[src/design/tmr_pkg.sv]
// Purpose: Constants and types for the 16-bit timer/counter with crystal oscillator
// Assumes: AXI4-Lite register access, 32-bit data, one word per register
// Notes: Byte registers sit in the low bits of their word; upper bits read as zero
package tmr_pkg;
  // Register byte addresses
  localparam logic [4:0] TMR_OFS_CONTROL = 5'h00;
  localparam logic [4:0] TMR_OFS_COUNT_LOW = 5'h04;
  localparam logic [4:0] TMR_OFS_COUNT_HIGH = 5'h08;
  localparam logic [4:0] TMR_OFS_IRQ_FLAGS = 5'h0C;
  localparam logic [4:0] TMR_OFS_IRQ_ENABLES = 5'h10;
  localparam logic [4:0] TMR_OFS_OSC_CONTROL = 5'h14;
  // Field positions
  localparam int TMR_BIT_OVERFLOW = 0;
  localparam int TMR_BIT_IDLE_ON_SLEEP = 7;
  localparam int TMR_BIT_OSC_LOW_POWER = 6;
  localparam int TMR_BIT_SECONDARY_IDLE_MODE = 3;
  localparam int TMR_BIT_SECONDARY_RUN_MODE = 2;
  // Reset values and the LP oscillator clock select code
  localparam logic [7:0] TMR_RST_CONTROL = 8'h00;
  localparam logic [15:0] TMR_RST_COUNT = 16'h0000;
  localparam logic [1:0] TMR_SCS_LP_OSC = 2'h1;
  // Prescale codes and dividers
  localparam logic [1:0] TMR_PS_DIV1 = 2'h0;
  localparam logic [1:0] TMR_PS_DIV2 = 2'h1;
  localparam logic [1:0] TMR_PS_DIV4 = 2'h2;
  localparam logic [1:0] TMR_PS_DIV8 = 2'h3;
  localparam logic [2:0] TMR_PS_LAST1 = 3'h0;
  localparam logic [2:0] TMR_PS_LAST2 = 3'h1;
  localparam logic [2:0] TMR_PS_LAST4 = 3'h3;
  localparam logic [2:0] TMR_PS_LAST8 = 3'h7;
  localparam logic [15:0] TMR_COUNT_MAX = 16'hFFFF;
  // AXI responses
  localparam logic [1:0] TMR_RESP_OKAY = 2'h0;
  localparam logic [1:0] TMR_RESP_SLVERR = 2'h2;

  // Timer control register layout, msb first
  typedef struct packed {
    logic buffered_access_enable;
    logic osc_clock_status;
    logic [1:0] input_prescale_select;
    logic lp_osc_enable;
    logic ext_sync_disable;
    logic count_source_select;
    logic counter_run;
  } tmr_ctrl_t;

  // Oscillator control register, own fields
  typedef struct packed {
    logic idle_on_sleep;
    logic osc_low_power_cfg;
    logic [1:0] system_clock_select;
  } tmr_osc_t;
endpackage

[src/design/tmr_timer.sv]
// Purpose: 16-bit up counter with prescaler, buffered access, overflow flag, LP oscillator
// Assumes: aclk at 100 MHz is the instruction clock; pins are synchronous to aclk
// Notes: Registers over AXI4-Lite; one write and one read in flight at most
// What this block does
// - Counter advances only while counter_run is set; clearing it holds the value.
// - buffered_access_enable picks coherent 16-bit access or independent byte access.
// - osc_clock_status reads 1 only when system clock comes from LP oscillator.
// - Prescale code 11 divides by 8, 10 by 4, 01 by 2, 00 by 1.
// - lp_osc_enable turns the crystal oscillator on, clear shuts it off.
// - External source: ext_sync_disable 0 synchronises, 1 counts unsynchronised edges.
// - Internal source ignores ext_sync_disable and counts the instruction clock.
// - Source select 0 counts every cycle; 1 counts rising external or oscillator edges.
// - While running, both oscillator pins are forced inputs and read as zero.
// - Buffered mode: high-byte address reaches a holding buffer, not the counter.
// - Buffered mode: reading low byte copies live high byte into holding buffer.
// - Buffered mode: writing low byte loads live high byte from the buffer together.
// - High-byte writes keep the prescaler; only low-byte writes clear it.
// - Count wraps FFFF to 0000 and sets the sticky overflow flag.
// - Overflow interrupt leaves the block only when its enable bit is set.
// - Status bit follows the actual clock source, including a fail-safe switch away.
// - Once enabled the oscillator keeps running through every power-managed mode.
// - System clock select 01 with lp_osc_enable set and no osc_failed runs from the oscillator; sleep gives idle only while idle_on_sleep is clear.
// - osc_low_power_cfg selects the lower oscillator drive level when set.
module tmr_timer
  import tmr_pkg::*;
(
  input wire logic aclk,
  input wire logic aresetn,
  input wire logic clk_en,
  // AXI4-Lite slave
  input wire logic [4:0] s_axil_awaddr,
  input wire logic s_axil_awvalid,
  output logic s_axil_awready,
  input wire logic [31:0] s_axil_wdata,
  input wire logic [3:0] s_axil_wstrb,
  input wire logic s_axil_wvalid,
  output logic s_axil_wready,
  output logic [1:0] s_axil_bresp,
  output logic s_axil_bvalid,
  input wire logic s_axil_bready,
  input wire logic [4:0] s_axil_araddr,
  input wire logic s_axil_arvalid,
  output logic s_axil_arready,
  output logic [31:0] s_axil_rdata,
  output logic [1:0] s_axil_rresp,
  output logic s_axil_rvalid,
  input wire logic s_axil_rready,
  // Count pins and oscillator
  input wire logic ext_count_clock_pin,
  input wire logic crystal_in_pin,
  output logic crystal_out_pin,
  output logic osc_amp_enable,
  output logic osc_low_power_drive,
  // Port pin direction override
  input wire logic [1:0] port_c_direction,
  output logic [1:0] port_pin_dir_effective,
  output logic port_pin_read_zero,
  // System clock and power state
  input wire logic sleep_req,
  input wire logic osc_failed,
  output logic sys_clk_from_osc,
  output logic secondary_run_mode,
  output logic secondary_idle_mode,
  output logic overflow_irq
);
  import tmr_pkg::*;

  tmr_ctrl_t ctrl;
  tmr_osc_t osc;
  logic [15:0] count;
  logic [7:0] high_buffer;
  logic [2:0] prescale_cnt;
  logic overflow_flag;
  logic overflow_irq_enable;
  logic sync_a;
  logic sync_b;
  logic sync_prev;
  logic raw_prev;
  logic [31:0] rdata;
  logic [1:0] rresp;
  logic rvalid;
  logic [1:0] bresp;
  logic bvalid;

  // Bus handshake: a write is taken only with address and data together
  wire wr_go = s_axil_awvalid && s_axil_wvalid && !bvalid;
  wire rd_go = s_axil_arvalid && !rvalid;
  wire wr_lane0 = wr_go && s_axil_wstrb[0];
  wire [7:0] wbyte = s_axil_wdata[7:0];

  // Write address decode
  wire wr_ctrl = wr_lane0 && (s_axil_awaddr == TMR_OFS_CONTROL);
  wire wr_low = wr_lane0 && (s_axil_awaddr == TMR_OFS_COUNT_LOW);
  wire wr_high = wr_lane0 && (s_axil_awaddr == TMR_OFS_COUNT_HIGH);
  wire wr_flags = wr_lane0 && (s_axil_awaddr == TMR_OFS_IRQ_FLAGS);
  wire wr_enables = wr_lane0 && (s_axil_awaddr == TMR_OFS_IRQ_ENABLES);
  wire wr_osc = wr_lane0 && (s_axil_awaddr == TMR_OFS_OSC_CONTROL);
  wire wr_mapped = (s_axil_awaddr == TMR_OFS_CONTROL) || (s_axil_awaddr == TMR_OFS_COUNT_LOW)
    || (s_axil_awaddr == TMR_OFS_COUNT_HIGH) || (s_axil_awaddr == TMR_OFS_IRQ_FLAGS)
    || (s_axil_awaddr == TMR_OFS_IRQ_ENABLES) || (s_axil_awaddr == TMR_OFS_OSC_CONTROL);

  // Read address decode
  wire rd_low = rd_go && (s_axil_araddr == TMR_OFS_COUNT_LOW);

  // Clock status tracks the source really in use, so a fail-safe switch clears it
  wire osc_clock_live = (osc.system_clock_select == TMR_SCS_LP_OSC) && ctrl.lp_osc_enable
    && !osc_failed;

  // Count source: oscillator input replaces the pin when enabled
  wire ext_raw = ctrl.lp_osc_enable ? crystal_in_pin : ext_count_clock_pin;
  wire sync_rise = sync_b && !sync_prev;
  wire async_rise = ext_raw && !raw_prev;
  wire ext_edge = ctrl.ext_sync_disable ? async_rise : sync_rise;
  wire src_tick = ctrl.count_source_select ? ext_edge : 1'b1;
  wire count_tick_in = ctrl.counter_run && src_tick;

  // Prescale terminal count per code
  wire [2:0] ps_last = (ctrl.input_prescale_select == TMR_PS_DIV8) ? TMR_PS_LAST8 :
    (ctrl.input_prescale_select == TMR_PS_DIV4) ? TMR_PS_LAST4 :
    (ctrl.input_prescale_select == TMR_PS_DIV2) ? TMR_PS_LAST2 : TMR_PS_LAST1;
  wire ps_done = count_tick_in && (prescale_cnt >= ps_last);
  wire [2:0] next_prescale = wr_low ? 3'h0 : ps_done ? 3'h0 :
    count_tick_in ? prescale_cnt + 3'h1 : prescale_cnt;

  // Counter next value; a low-byte write overrides the increment of that cycle, a direct high-byte write replaces only the high byte
  wire [15:0] count_inc = ps_done ? count + 16'h0001 : count;
  wire wrap = ps_done && (count == TMR_COUNT_MAX);
  wire [7:0] low_write_high = ctrl.buffered_access_enable ? high_buffer : count[15:8];
  wire [15:0] next_count = wr_low ? {low_write_high, wbyte} :
    (wr_high && !ctrl.buffered_access_enable) ? {wbyte, count_inc[7:0]} : count_inc;

  // Holding buffer: written at high address, refreshed on low-byte read
  wire [7:0] next_high_buffer = (wr_high && ctrl.buffered_access_enable) ? wbyte :
    (rd_low && ctrl.buffered_access_enable) ? count[15:8] : high_buffer;

  // Overflow flag: hardware set wins over a software clear in the same cycle
  wire next_flag = wrap ? 1'b1 : wr_flags ? wbyte[TMR_BIT_OVERFLOW] : overflow_flag;

  // Read data mux
  wire [7:0] rd_ctrl = {ctrl.buffered_access_enable, osc_clock_live,
    ctrl.input_prescale_select, ctrl.lp_osc_enable, ctrl.ext_sync_disable,
    ctrl.count_source_select, ctrl.counter_run};
  wire [7:0] rd_osc = {osc.idle_on_sleep, osc.osc_low_power_cfg, 2'h0,
    secondary_idle_mode, secondary_run_mode, osc.system_clock_select};
  wire [7:0] rd_high = ctrl.buffered_access_enable ? high_buffer : count[15:8];
  logic [7:0] rd_byte;
  logic rd_hit;
  always_comb begin
    rd_byte = 8'h00;
    rd_hit = 1'b1;
    if (s_axil_araddr == TMR_OFS_CONTROL) begin
      rd_byte = rd_ctrl;
    end else if (s_axil_araddr == TMR_OFS_COUNT_LOW) begin
      rd_byte = count[7:0];
    end else if (s_axil_araddr == TMR_OFS_COUNT_HIGH) begin
      rd_byte = rd_high;
    end else if (s_axil_araddr == TMR_OFS_IRQ_FLAGS) begin
      rd_byte = {7'h00, overflow_flag};
    end else if (s_axil_araddr == TMR_OFS_IRQ_ENABLES) begin
      rd_byte = {7'h00, overflow_irq_enable};
    end else if (s_axil_araddr == TMR_OFS_OSC_CONTROL) begin
      rd_byte = rd_osc;
    end else begin
      rd_hit = 1'b0;
    end
  end

  // Control and oscillator registers; the status bit is never stored
  always_ff @(posedge aclk) begin
    if (!aresetn) begin
      ctrl <= tmr_ctrl_t'(TMR_RST_CONTROL);
      osc <= '0;
      overflow_irq_enable <= 1'b0;
    end else if (clk_en) begin
      if (wr_ctrl) begin
        ctrl <= tmr_ctrl_t'(wbyte);
        ctrl.osc_clock_status <= 1'b0;
      end
      if (wr_enables) begin
        overflow_irq_enable <= wbyte[TMR_BIT_OVERFLOW];
      end
      if (wr_osc) begin
        osc <= {wbyte[TMR_BIT_IDLE_ON_SLEEP], wbyte[TMR_BIT_OSC_LOW_POWER], wbyte[1:0]};
      end
    end
  end

  // Counter, buffer, prescaler and flag
  always_ff @(posedge aclk) begin
    if (!aresetn) begin
      count <= TMR_RST_COUNT;
      high_buffer <= 8'h00;
      prescale_cnt <= 3'h0;
      overflow_flag <= 1'b0;
    end else if (clk_en) begin
      count <= next_count;
      high_buffer <= next_high_buffer;
      prescale_cnt <= next_prescale;
      overflow_flag <= next_flag;
    end
  end

  // Two-flop synchroniser; only sync_b feeds the edge detector
  always_ff @(posedge aclk) begin
    if (!aresetn) begin
      sync_a <= 1'b0;
      sync_b <= 1'b0;
      sync_prev <= 1'b0;
      raw_prev <= 1'b0;
    end else if (clk_en) begin
      sync_a <= ext_raw;
      sync_b <= sync_a;
      sync_prev <= sync_b;
      raw_prev <= ext_raw;
    end
  end

  // Write response, one cycle after the write is taken
  always_ff @(posedge aclk) begin
    if (!aresetn) begin
      bvalid <= 1'b0;
      bresp <= TMR_RESP_OKAY;
    end else if (clk_en) begin
      if (wr_go) begin
        bvalid <= 1'b1;
        bresp <= wr_mapped ? TMR_RESP_OKAY : TMR_RESP_SLVERR;
      end else if (s_axil_bready) begin
        bvalid <= 1'b0;
      end
    end
  end

  // Read response, data registered at the address hand-off
  always_ff @(posedge aclk) begin
    if (!aresetn) begin
      rvalid <= 1'b0;
      rdata <= 32'h0000_0000;
      rresp <= TMR_RESP_OKAY;
    end else if (clk_en) begin
      if (rd_go) begin
        rvalid <= 1'b1;
        rdata <= {24'h000000, rd_byte};
        rresp <= rd_hit ? TMR_RESP_OKAY : TMR_RESP_SLVERR;
      end else if (s_axil_rready) begin
        rvalid <= 1'b0;
      end
    end
  end

  // Bus outputs; ready terms stall while clock enable is low
  assign s_axil_awready = wr_go && clk_en;
  assign s_axil_wready = wr_go && clk_en;
  assign s_axil_arready = rd_go && clk_en;
  assign s_axil_bvalid = bvalid;
  assign s_axil_bresp = bresp;
  assign s_axil_rvalid = rvalid;
  assign s_axil_rdata = rdata;
  assign s_axil_rresp = rresp;

  // Oscillator drive ignores sleep so it survives power-managed modes
  assign osc_amp_enable = ctrl.lp_osc_enable;
  assign crystal_out_pin = ctrl.lp_osc_enable && !crystal_in_pin;
  assign osc_low_power_drive = osc.osc_low_power_cfg;

  // Running timer owns both pins as inputs
  assign port_pin_dir_effective = ctrl.counter_run ? 2'h3 : port_c_direction;
  assign port_pin_read_zero = ctrl.counter_run;

  // Power-managed clocking from the oscillator
  assign sys_clk_from_osc = osc_clock_live;
  assign secondary_run_mode = osc_clock_live && !sleep_req;
  assign secondary_idle_mode = osc_clock_live && sleep_req && !osc.idle_on_sleep;
  assign overflow_irq = overflow_flag && overflow_irq_enable;
endmodule // tmr_timer

[config.mk]
export PLATFORM = sky130hd
export DESIGN_NAME = tmr_timer
export DESIGN_NICKNAME = d
export VERILOG_FILES = /design/src/design/tmr_pkg.sv /design/src/design/tmr_timer.sv
export SDC_FILE = /design/constraint.sdc
export NUM_CORES = 1
export LEC_CHECK = 0
export ABC_AREA = 0
export ABC_CLOCK_PERIOD_IN_PS = 3170
export BUFFER_PORTS_ARGS = -buffer_cell sky130_fd_sc_hd__buf_2
export CORE_MARGIN = 2
export CORE_UTILIZATION = 52
export CTS_CLUSTER_DIAMETER = 60
export DETAILED_ROUTE_END_ITERATION = 10
export GPL_TIMING_DRIVEN = 0
export PLACE_DENSITY = 0.85
export SLEW_MARGIN = 20
export SYNTH_ARGS = -nofsm -noshare
export SYNTH_HDL_FRONTEND = slang
export SYNTH_SLANG_ARGS = --single-unit
[constraint.sdc]
create_clock -name aclk -period 3.17 [get_ports aclk]
set_clock_uncertainty 0.15 [all_clocks]
set_input_delay 0 -clock aclk [delete_from_list [all_inputs] [get_ports aclk]]
set_output_delay 0 -clock aclk [all_outputs]
set_load 0.02 [all_outputs]
==> summary.md, run 1 <==
| Metric | Value |
|---|---|
| Post-synth EDFFs | 0 |
| Crit-path slowest cell | a31oi_1 |
| CTS buffer count | 5 |
| Synth Area in XOR/XNOR | 1.73% |
| Vias per cell | 5.96 |
| Max Freq | 0.364 GHz |
| Final setup fails | 0 |
| Worst setup path endpoint | count[3] |
| Fin nets | 605 |
| Final Cell Area | 4350 µm² |
| Synthesis warning total | 0 |
| Rows | 30 |
| Largest net degree at the start of global routing | 18 |
| GR Overflow Total | 0 |
| Tmin final | 2750 ps |
| Number of diodes | 0 |
| Maxcap violations | 0 |
| Simple-gate portion of the synthesized area | 23.8% |
| Area fraction in compound gates after synthesis | 23.4% |
| Io pins | 111 |
| Via count | 3701 |
| Post-synthesis sequential area ratio | 31.0% |
| Placed cell count | 593 |
| Fill count | 595 |
| Hold slack | 25.2 ps |
| Crit start category | flop |
| Number of global-route vias before repair | 3422 |
| Hold Crit Class | input port to flop |
| Power Dens Cells | 331 nW/µm² |
| Placed Area | 4030 µm² |
| Clk pwr share | 35.6% |
| Cell variety after synth | 62 |
| Synth area leader | dfxtp_1 |
| CTS tree | done |
| Logic pwr share | 15.1% |
| GRT Util Overall | 27.8% |
| Layout cell share with drive strength beyond 1 | 22.2% |
| Worst-margin pin slew | 690 ps |
| Drt wl/cell | 17.1 µm |
| Post-synthesis async set-or-reset flop share | 0% |
| H-tree Lvls | 2 |
| CP Class | flop to flop |
| Core Box Area | 6680 µm² |
| CP Cell Sequence | or2_2 -> ha_1 -> nor2b_1 -> o21ai_0 -> a31oi_1 -> clkbuf_1 -> a21oi_1 -> o2bb2ai_1 |
| Mux contribution to synthesized area | 8.35% |
| 1st-pass router iterations | 7 |
| Arrival time worst endpoint | 2810 ps |
| Initial Util | 53.1% |
| #FFs+latches synth | 55 |
| Worst R2R End | count[3] |
| Dpl hpwl | 7530 µm |
| Largest family of logic cells by synthesized area | simple AND/OR/NAND/NOR gates |
| Iteration-0 DRC Markers | 384 |
| Reg2reg setup slack | 420 ps |
| Chip height | 86.6 µm |
| Die area | 7510 µm² |
| Main area contributors after synthesis | dfxtp_1 31%, mux2i_1 6.8%, buf_4 5.7% |
| Setup TNS | 0 ps |
| Share of power burned in registers | 49.3% |
| Max incr delay on CP | 600 ps |
| Post-cts resize count | 0 |
| Setup Slack @ Placement | 497 ps |
| Global-route wire length before repair | 16500 µm |
| Top cells by count, synth | 55 x dfxtp_1, 51 x nand2_1, 34 x o21ai_0 |
| Worst-path maximum fanout | 10 |
| Initial antenna violation count | 0 |
| Most common cell in the synthesized netlist | dfxtp_1 |
| RSZ-0062 raised after global routing | false |
| Share of the synthesized area in the top cell type | 31.0% |
| Worst Path Required | 3230 ps |
| Final hold viol count | 0 |
| CTS max path bufs | 2 |
| Ys flop type | dfxtp_1 |
| Skew-Pair Late Insertion Delay | 320 ps |
| Final ANT Viol Nets | 0 |
| Clock transition at the registers of the reported paths | 100 ps |
| Post-Synthesis Cell Area | 3550 µm² |
| Pleak | 1.86 nW |
| Post-Synth Adder-Cell Area | 1.76% |
| Hold Path Depth | 6 |
| Outcome | complete, no violations |
| R2R Path Start | ctrl[4] |
| Layout Cells excl Fill | 621 |
| Area grow syn2layout | 22.4% |
| Critical Path End Type | flop |
| Switching Share | 26.9% |
| GPL Wtd Cong | 0.904 |
| Setup ws final | 419 ps |
| Routed WL | 10600 µm |
| CP startpoint | ctrl[4] |
| Buffers on Ports | 56 |
| Syn Area/Cell | 8.22 µm² |
| Final period utilization | 86.8% |
| P_sw | 0.388 mW |
| Sinks on Clock Net | 55 |
| Root Driver | clkbuf_8 |
| Relative slew slack | 53.8% |
| Int Power | 1.05 mW |
| Post-Syn Instances | 432 |
| Register-to-Register Path Depth | 8 |
| Die width | 86.6 µm |
| Peak VDD IR | 0.294 mV |
| Setup bufs post-CTS | 0 |
| Slew Viols, Final | 0 |
| Hold buffer count at CTS | 20 |
| Drt drc | 0 |
through the flow:
step / util [%] / power [mW]
floorplan: - / 0.852
global placement: 60.2 / 0.915
detailed placement: 60.2 / 0.917
CTS: 65.1 / 1.43
global route: 65.1 / 1.48
finish: 65.1 / 1.44
how the worst min path moves through the flow:
stage / from / end / slack [ps]
2_1_floorplan: crystal_in_pin / crystal_out_pin / -70
3_3_place_gp: crystal_in_pin / crystal_out_pin / 110
3_5_place_dp: sleep_req / secondary_run_mode / 140
4_1_cts: clk_en / prescale_cnt[0] / 30
5_1_grt: s_axil_awaddr[2] / overflow_flag / 60
6_report: s_axil_awaddr[2] / overflow_flag / 30
routing by layer:
| metal | part of all wire (%) | vias to the layer above | wire (µm) | global-route usage, % |
|---|---|---|---|---|
| li1 | - | 1735 | - | - |
| met1 | 38 | 1698 | 4050 | 33.9 |
| met2 | 49 | 231 | 5200 | 49.6 |
| met3 | 9.5 | 37 | 1010 | 4.38 |
| met4 | 3.3 | 0 | 345 | 9.52 |
| met5 | 0 | - | 0 | 0 |
area by class of cell:
class | count | area (µm²) | share of cell area (%)
Buffer | 54 | 313 | 7.20
Clock buffer | 6 | 82.6 | 1.90
Clock inverter | 2 | 38.8 | 0.892
Inverter | 10 | 37.5 | 0.864
Multi-Input combinational cell | 338 | 2190 | 50.5
Sequential cell | 55 | 1100 | 25.3
Tap cell | 80 | 100 | 2.30
Timing Repair Buffer | 76 | 480 | 11.1
power groups by stage:
stage | sequential, mW | clock, mW | combinational, mW
floorplan | 0.736 | 0 | 0.116
global placement | 0.724 | 0 | 0.190
detailed placement | 0.725 | 0 | 0.193
CTS | 0.709 | 0.509 | 0.211
global route | 0.711 | 0.537 | 0.231
finish | 0.709 | 0.513 | 0.218
worst max-delay path: cells and delay by family, from the launching register on:
family | cells | cell delay [ps]
AND/OR/NAND/NOR | 2 | 420
AO/OA/AOI/OAI | 4 | 1020
buffers and inverters | 1 | 430
flip-flops | 1 | 370
adder cells (fa/ha/maj) | 1 | 270
state kept, by name, summed over array words and instances, names as in the netlist, 3 cells and up:
signal / count
s_axil_rdata: 8
ctrl: 5
prescale_cnt: 3
high_buffer: 8
osc: 3
count: 16
cells in the final DEF (no fill, tap or decap), types with 13 or more instances in the layout:
cell type	n
a21oi_1	13
buf_2	63
buf_4	27
clkbuf_1	20
conb_1	26
dfxtp_1	55
dlygate4sd3_1	20
mux2i_1	24
nand2_1	51
nor2_1	14
nor2b_1	21
o211a_1	13
o21ai_0	34
kinds of logic (layout without fill, tap and decap cells):
group                    Yosys count  in the layout
AO/OA/AOI/OAI                    119            119
multiplexers                      29             29
buffers and inverters             64            148
AND/OR/NAND/NOR                  152            152
adder cells (fa/ha/maj)            5              5
flip-flops                        55             55
XOR/XNOR                           7              7
other                              1             26
No activity file was read; power rests on OpenSTA's default activity.
==> run 2, diff against run 1 <==
--- a/config.mk
+++ b/config.mk
@@ -5,14 +5,12 @@
 export SDC_FILE = /design/constraint.sdc
 export NUM_CORES = 1
 export LEC_CHECK = 0
-export ABC_AREA = 0
 export ABC_CLOCK_PERIOD_IN_PS = 3170
 export BUFFER_PORTS_ARGS = -buffer_cell sky130_fd_sc_hd__buf_2
 export CORE_MARGIN = 2
 export CORE_UTILIZATION = 52
 export CTS_CLUSTER_DIAMETER = 60
 export DETAILED_ROUTE_END_ITERATION = 10
-export GPL_TIMING_DRIVEN = 0
 export PLACE_DENSITY = 0.85
 export SLEW_MARGIN = 20
 export SYNTH_ARGS = -nofsm -noshare
==> run 2 against run 1 <==
Cell count down 7.7%. Largest power group unchanged. Fmax up 14%. Critical path type unchanged. First-iteration DRC count down 35%. Clock power down 23%. Final area down 7.0%. Setup slack better by 330 ps.
==> summary.md, run 2 (synthesis gave the netlist of run 1 again) <==
| Metric | Value |
|---|---|
| Max FFs per register | 16 |
| Pleak | 1.67 nW |
| Hold slack | 24.3 ps |
| CP Class | flop to flop |
| Multi-input logic area | 2190 µm² |
| Die area | 7510 µm² |
| Crit start category | flop |
| Final period utilization | 76.4% |
| Number of diodes | 0 |
| RSZ-0062 raised after global routing | false |
| Slew Viols, Final | 0 |
| Final setup fails | 0 |
| Layout cell share with drive strength beyond 1 | 18.7% |
| Outcome | complete, no violations |
| Hold Path Depth | 3 |
| Io pins | 111 |
| Drt wl/cell | 16.2 µm |
| Die width | 86.6 µm |
| Worst-path maximum fanout | 16 |
| Global-route wire length before repair | 15300 µm |
| Setup ws final | 747 ps |
| Placed Area | 3750 µm² |
| H-tree Lvls | 2 |
| Root Driver | clkbuf_8 |
| Iteration-0 DRC Markers | 251 |
| GRT Util Overall | 25.3% |
| Relative slew slack | 37.1% |
| Tmin final | 2420 ps |
| Skew-Pair Late Insertion Delay | 310 ps |
| Via count | 3426 |
| Final core occ | 60.5% |
| Largest net degree at the start of global routing | 61 |
| CTS tree | done |
| Critical Path End Type | flop |
| Core Box Area | 6680 µm² |
| Area grow syn2layout | 13.8% |
| Setup bufs post-CTS | 0 |
| Setup Slack @ Placement | 760 ps |
| Initial Util | 53.1% |
| Rows | 30 |
| Top routing layer in use | met4 |
| M1 WL | 3800 µm |
| Arrival time worst endpoint | 2480 ps |
| Max Freq | 0.413 GHz |
| FF/Latch Area | 1100 µm² |
| Final ANT Viol Nets | 0 |
| Dpl hpwl | 6350 µm |
| Hold Crit Class | input port to flop |
| Sinks on Clock Net | 55 |
| Chip height | 86.6 µm |
| CTS buffer count | 5 |
| Clock transition at the registers of the reported paths | 100 ps |
| Setup TNS | 0 ps |
| Worst-margin pin slew | 944 ps |
| Fill count | 565 |
| WL met3 | 600 µm |
| Most common cell after layout, fill and taps aside | buf_2 |
| Drt drc | 0 |
| Maxcap violations | 0 |
| Final hold viol count | 0 |
| CTS max path bufs | 2 |
| GR Overflow Total | 0 |
| Buffers on Ports | 57 |
| Routed WL | 9270 µm |
| Number of global-route vias before repair | 3227 |
| Fin nets | 557 |
| Initial antenna violation count | 0 |
| Final Cell Area | 4040 µm² |
| Worst Path Required | 3230 ps |
| Routed length on met2 | 4500 µm |
| Highest-count cells in the layout ignoring fill and taps | 57 x buf_2, 55 x dfxtp_1, 51 x nand2_1, 34 x o21ai_0, 26 x conb_1 |
| GPL Wtd Cong | 0.877 |
| Post-cts resize count | 0 |
| Power Dens Cells | 318 nW/µm² |
| Reg with most FFs | count |
| Register-to-Register Path Depth | 7 |
| Vias per cell | 5.98 |
| Peak VDD IR | 0.261 mV |
| 1st-pass router iterations | 5 |
[run 2: cell types whose count changed in the layout (fill, tap and decap cells not counted)]
cell       before  now
buf_2          63   57
buf_4          27    5
bufinv_16       1    0
clkbuf_1       20    0
clkbuf_8        6    5
clkinv_2        0    2
[run 2: final timing paths]
check,start,end,slack (ps)
worst min-delay path,clk_en,sync_prev,20
worst min register to register,prescale_cnt[0],prescale_cnt[0],340
worst max-delay path,ctrl[4],count[8],750
worst max register to register,ctrl[4],count[8],750
[run 2: worst max-delay path, stage by stage, from the launching register on]
cell and delay (ps):
dfxtp_1 360, or2_2 310, ha_1 270, nor2b_1 40, o21ai_0 380, a31o_2 420
o21ai_0 140, o221a_2 250
[run 2: power breakdown]
part	leakage [nW]	total (mW)	switching (mW)	internal [mW]
registers	0.445	0.709	0.00697	0.702
logic	1.17	0.181	0.114	0.0664
clock network	0.0483	0.395	0.239	0.156
[run 2: area by class of cell]
type	count	area share, %
Clock buffer	5	1.70
Clock inverter	3	0.464
Tap cell	80	2.48
Sequential cell	55	27.2
Multi-Input combinational cell	338	54.3
Inverter	10	0.929
Timing Repair Buffer	82	12.9
[run 2: per-stage QoR]
stage / instances / total power [mW]
2_1_floorplan: 457 / 0.852
3_3_place_gp: 545 / 0.881
3_5_place_dp: 545 / 0.884
4_1_cts: 573 / 1.29
5_1_grt: 573 / 1.33
6_report: 573 / 1.28
[run 2: routing by layer]
metal | GRT usage (%) | vias to the layer above
met5 | 0 | -
met1 | 30.6 | 1604
met2 | 43.8 | 167
met4 | 11.5 | 0
li1 | - | 1623
met3 | 4.48 | 32
[run 2: repair_timing]
item,in CTS,in global routing
hold buffers,20,0
hold endpoints to repair,29,0
setup endpoints to repair,0,0
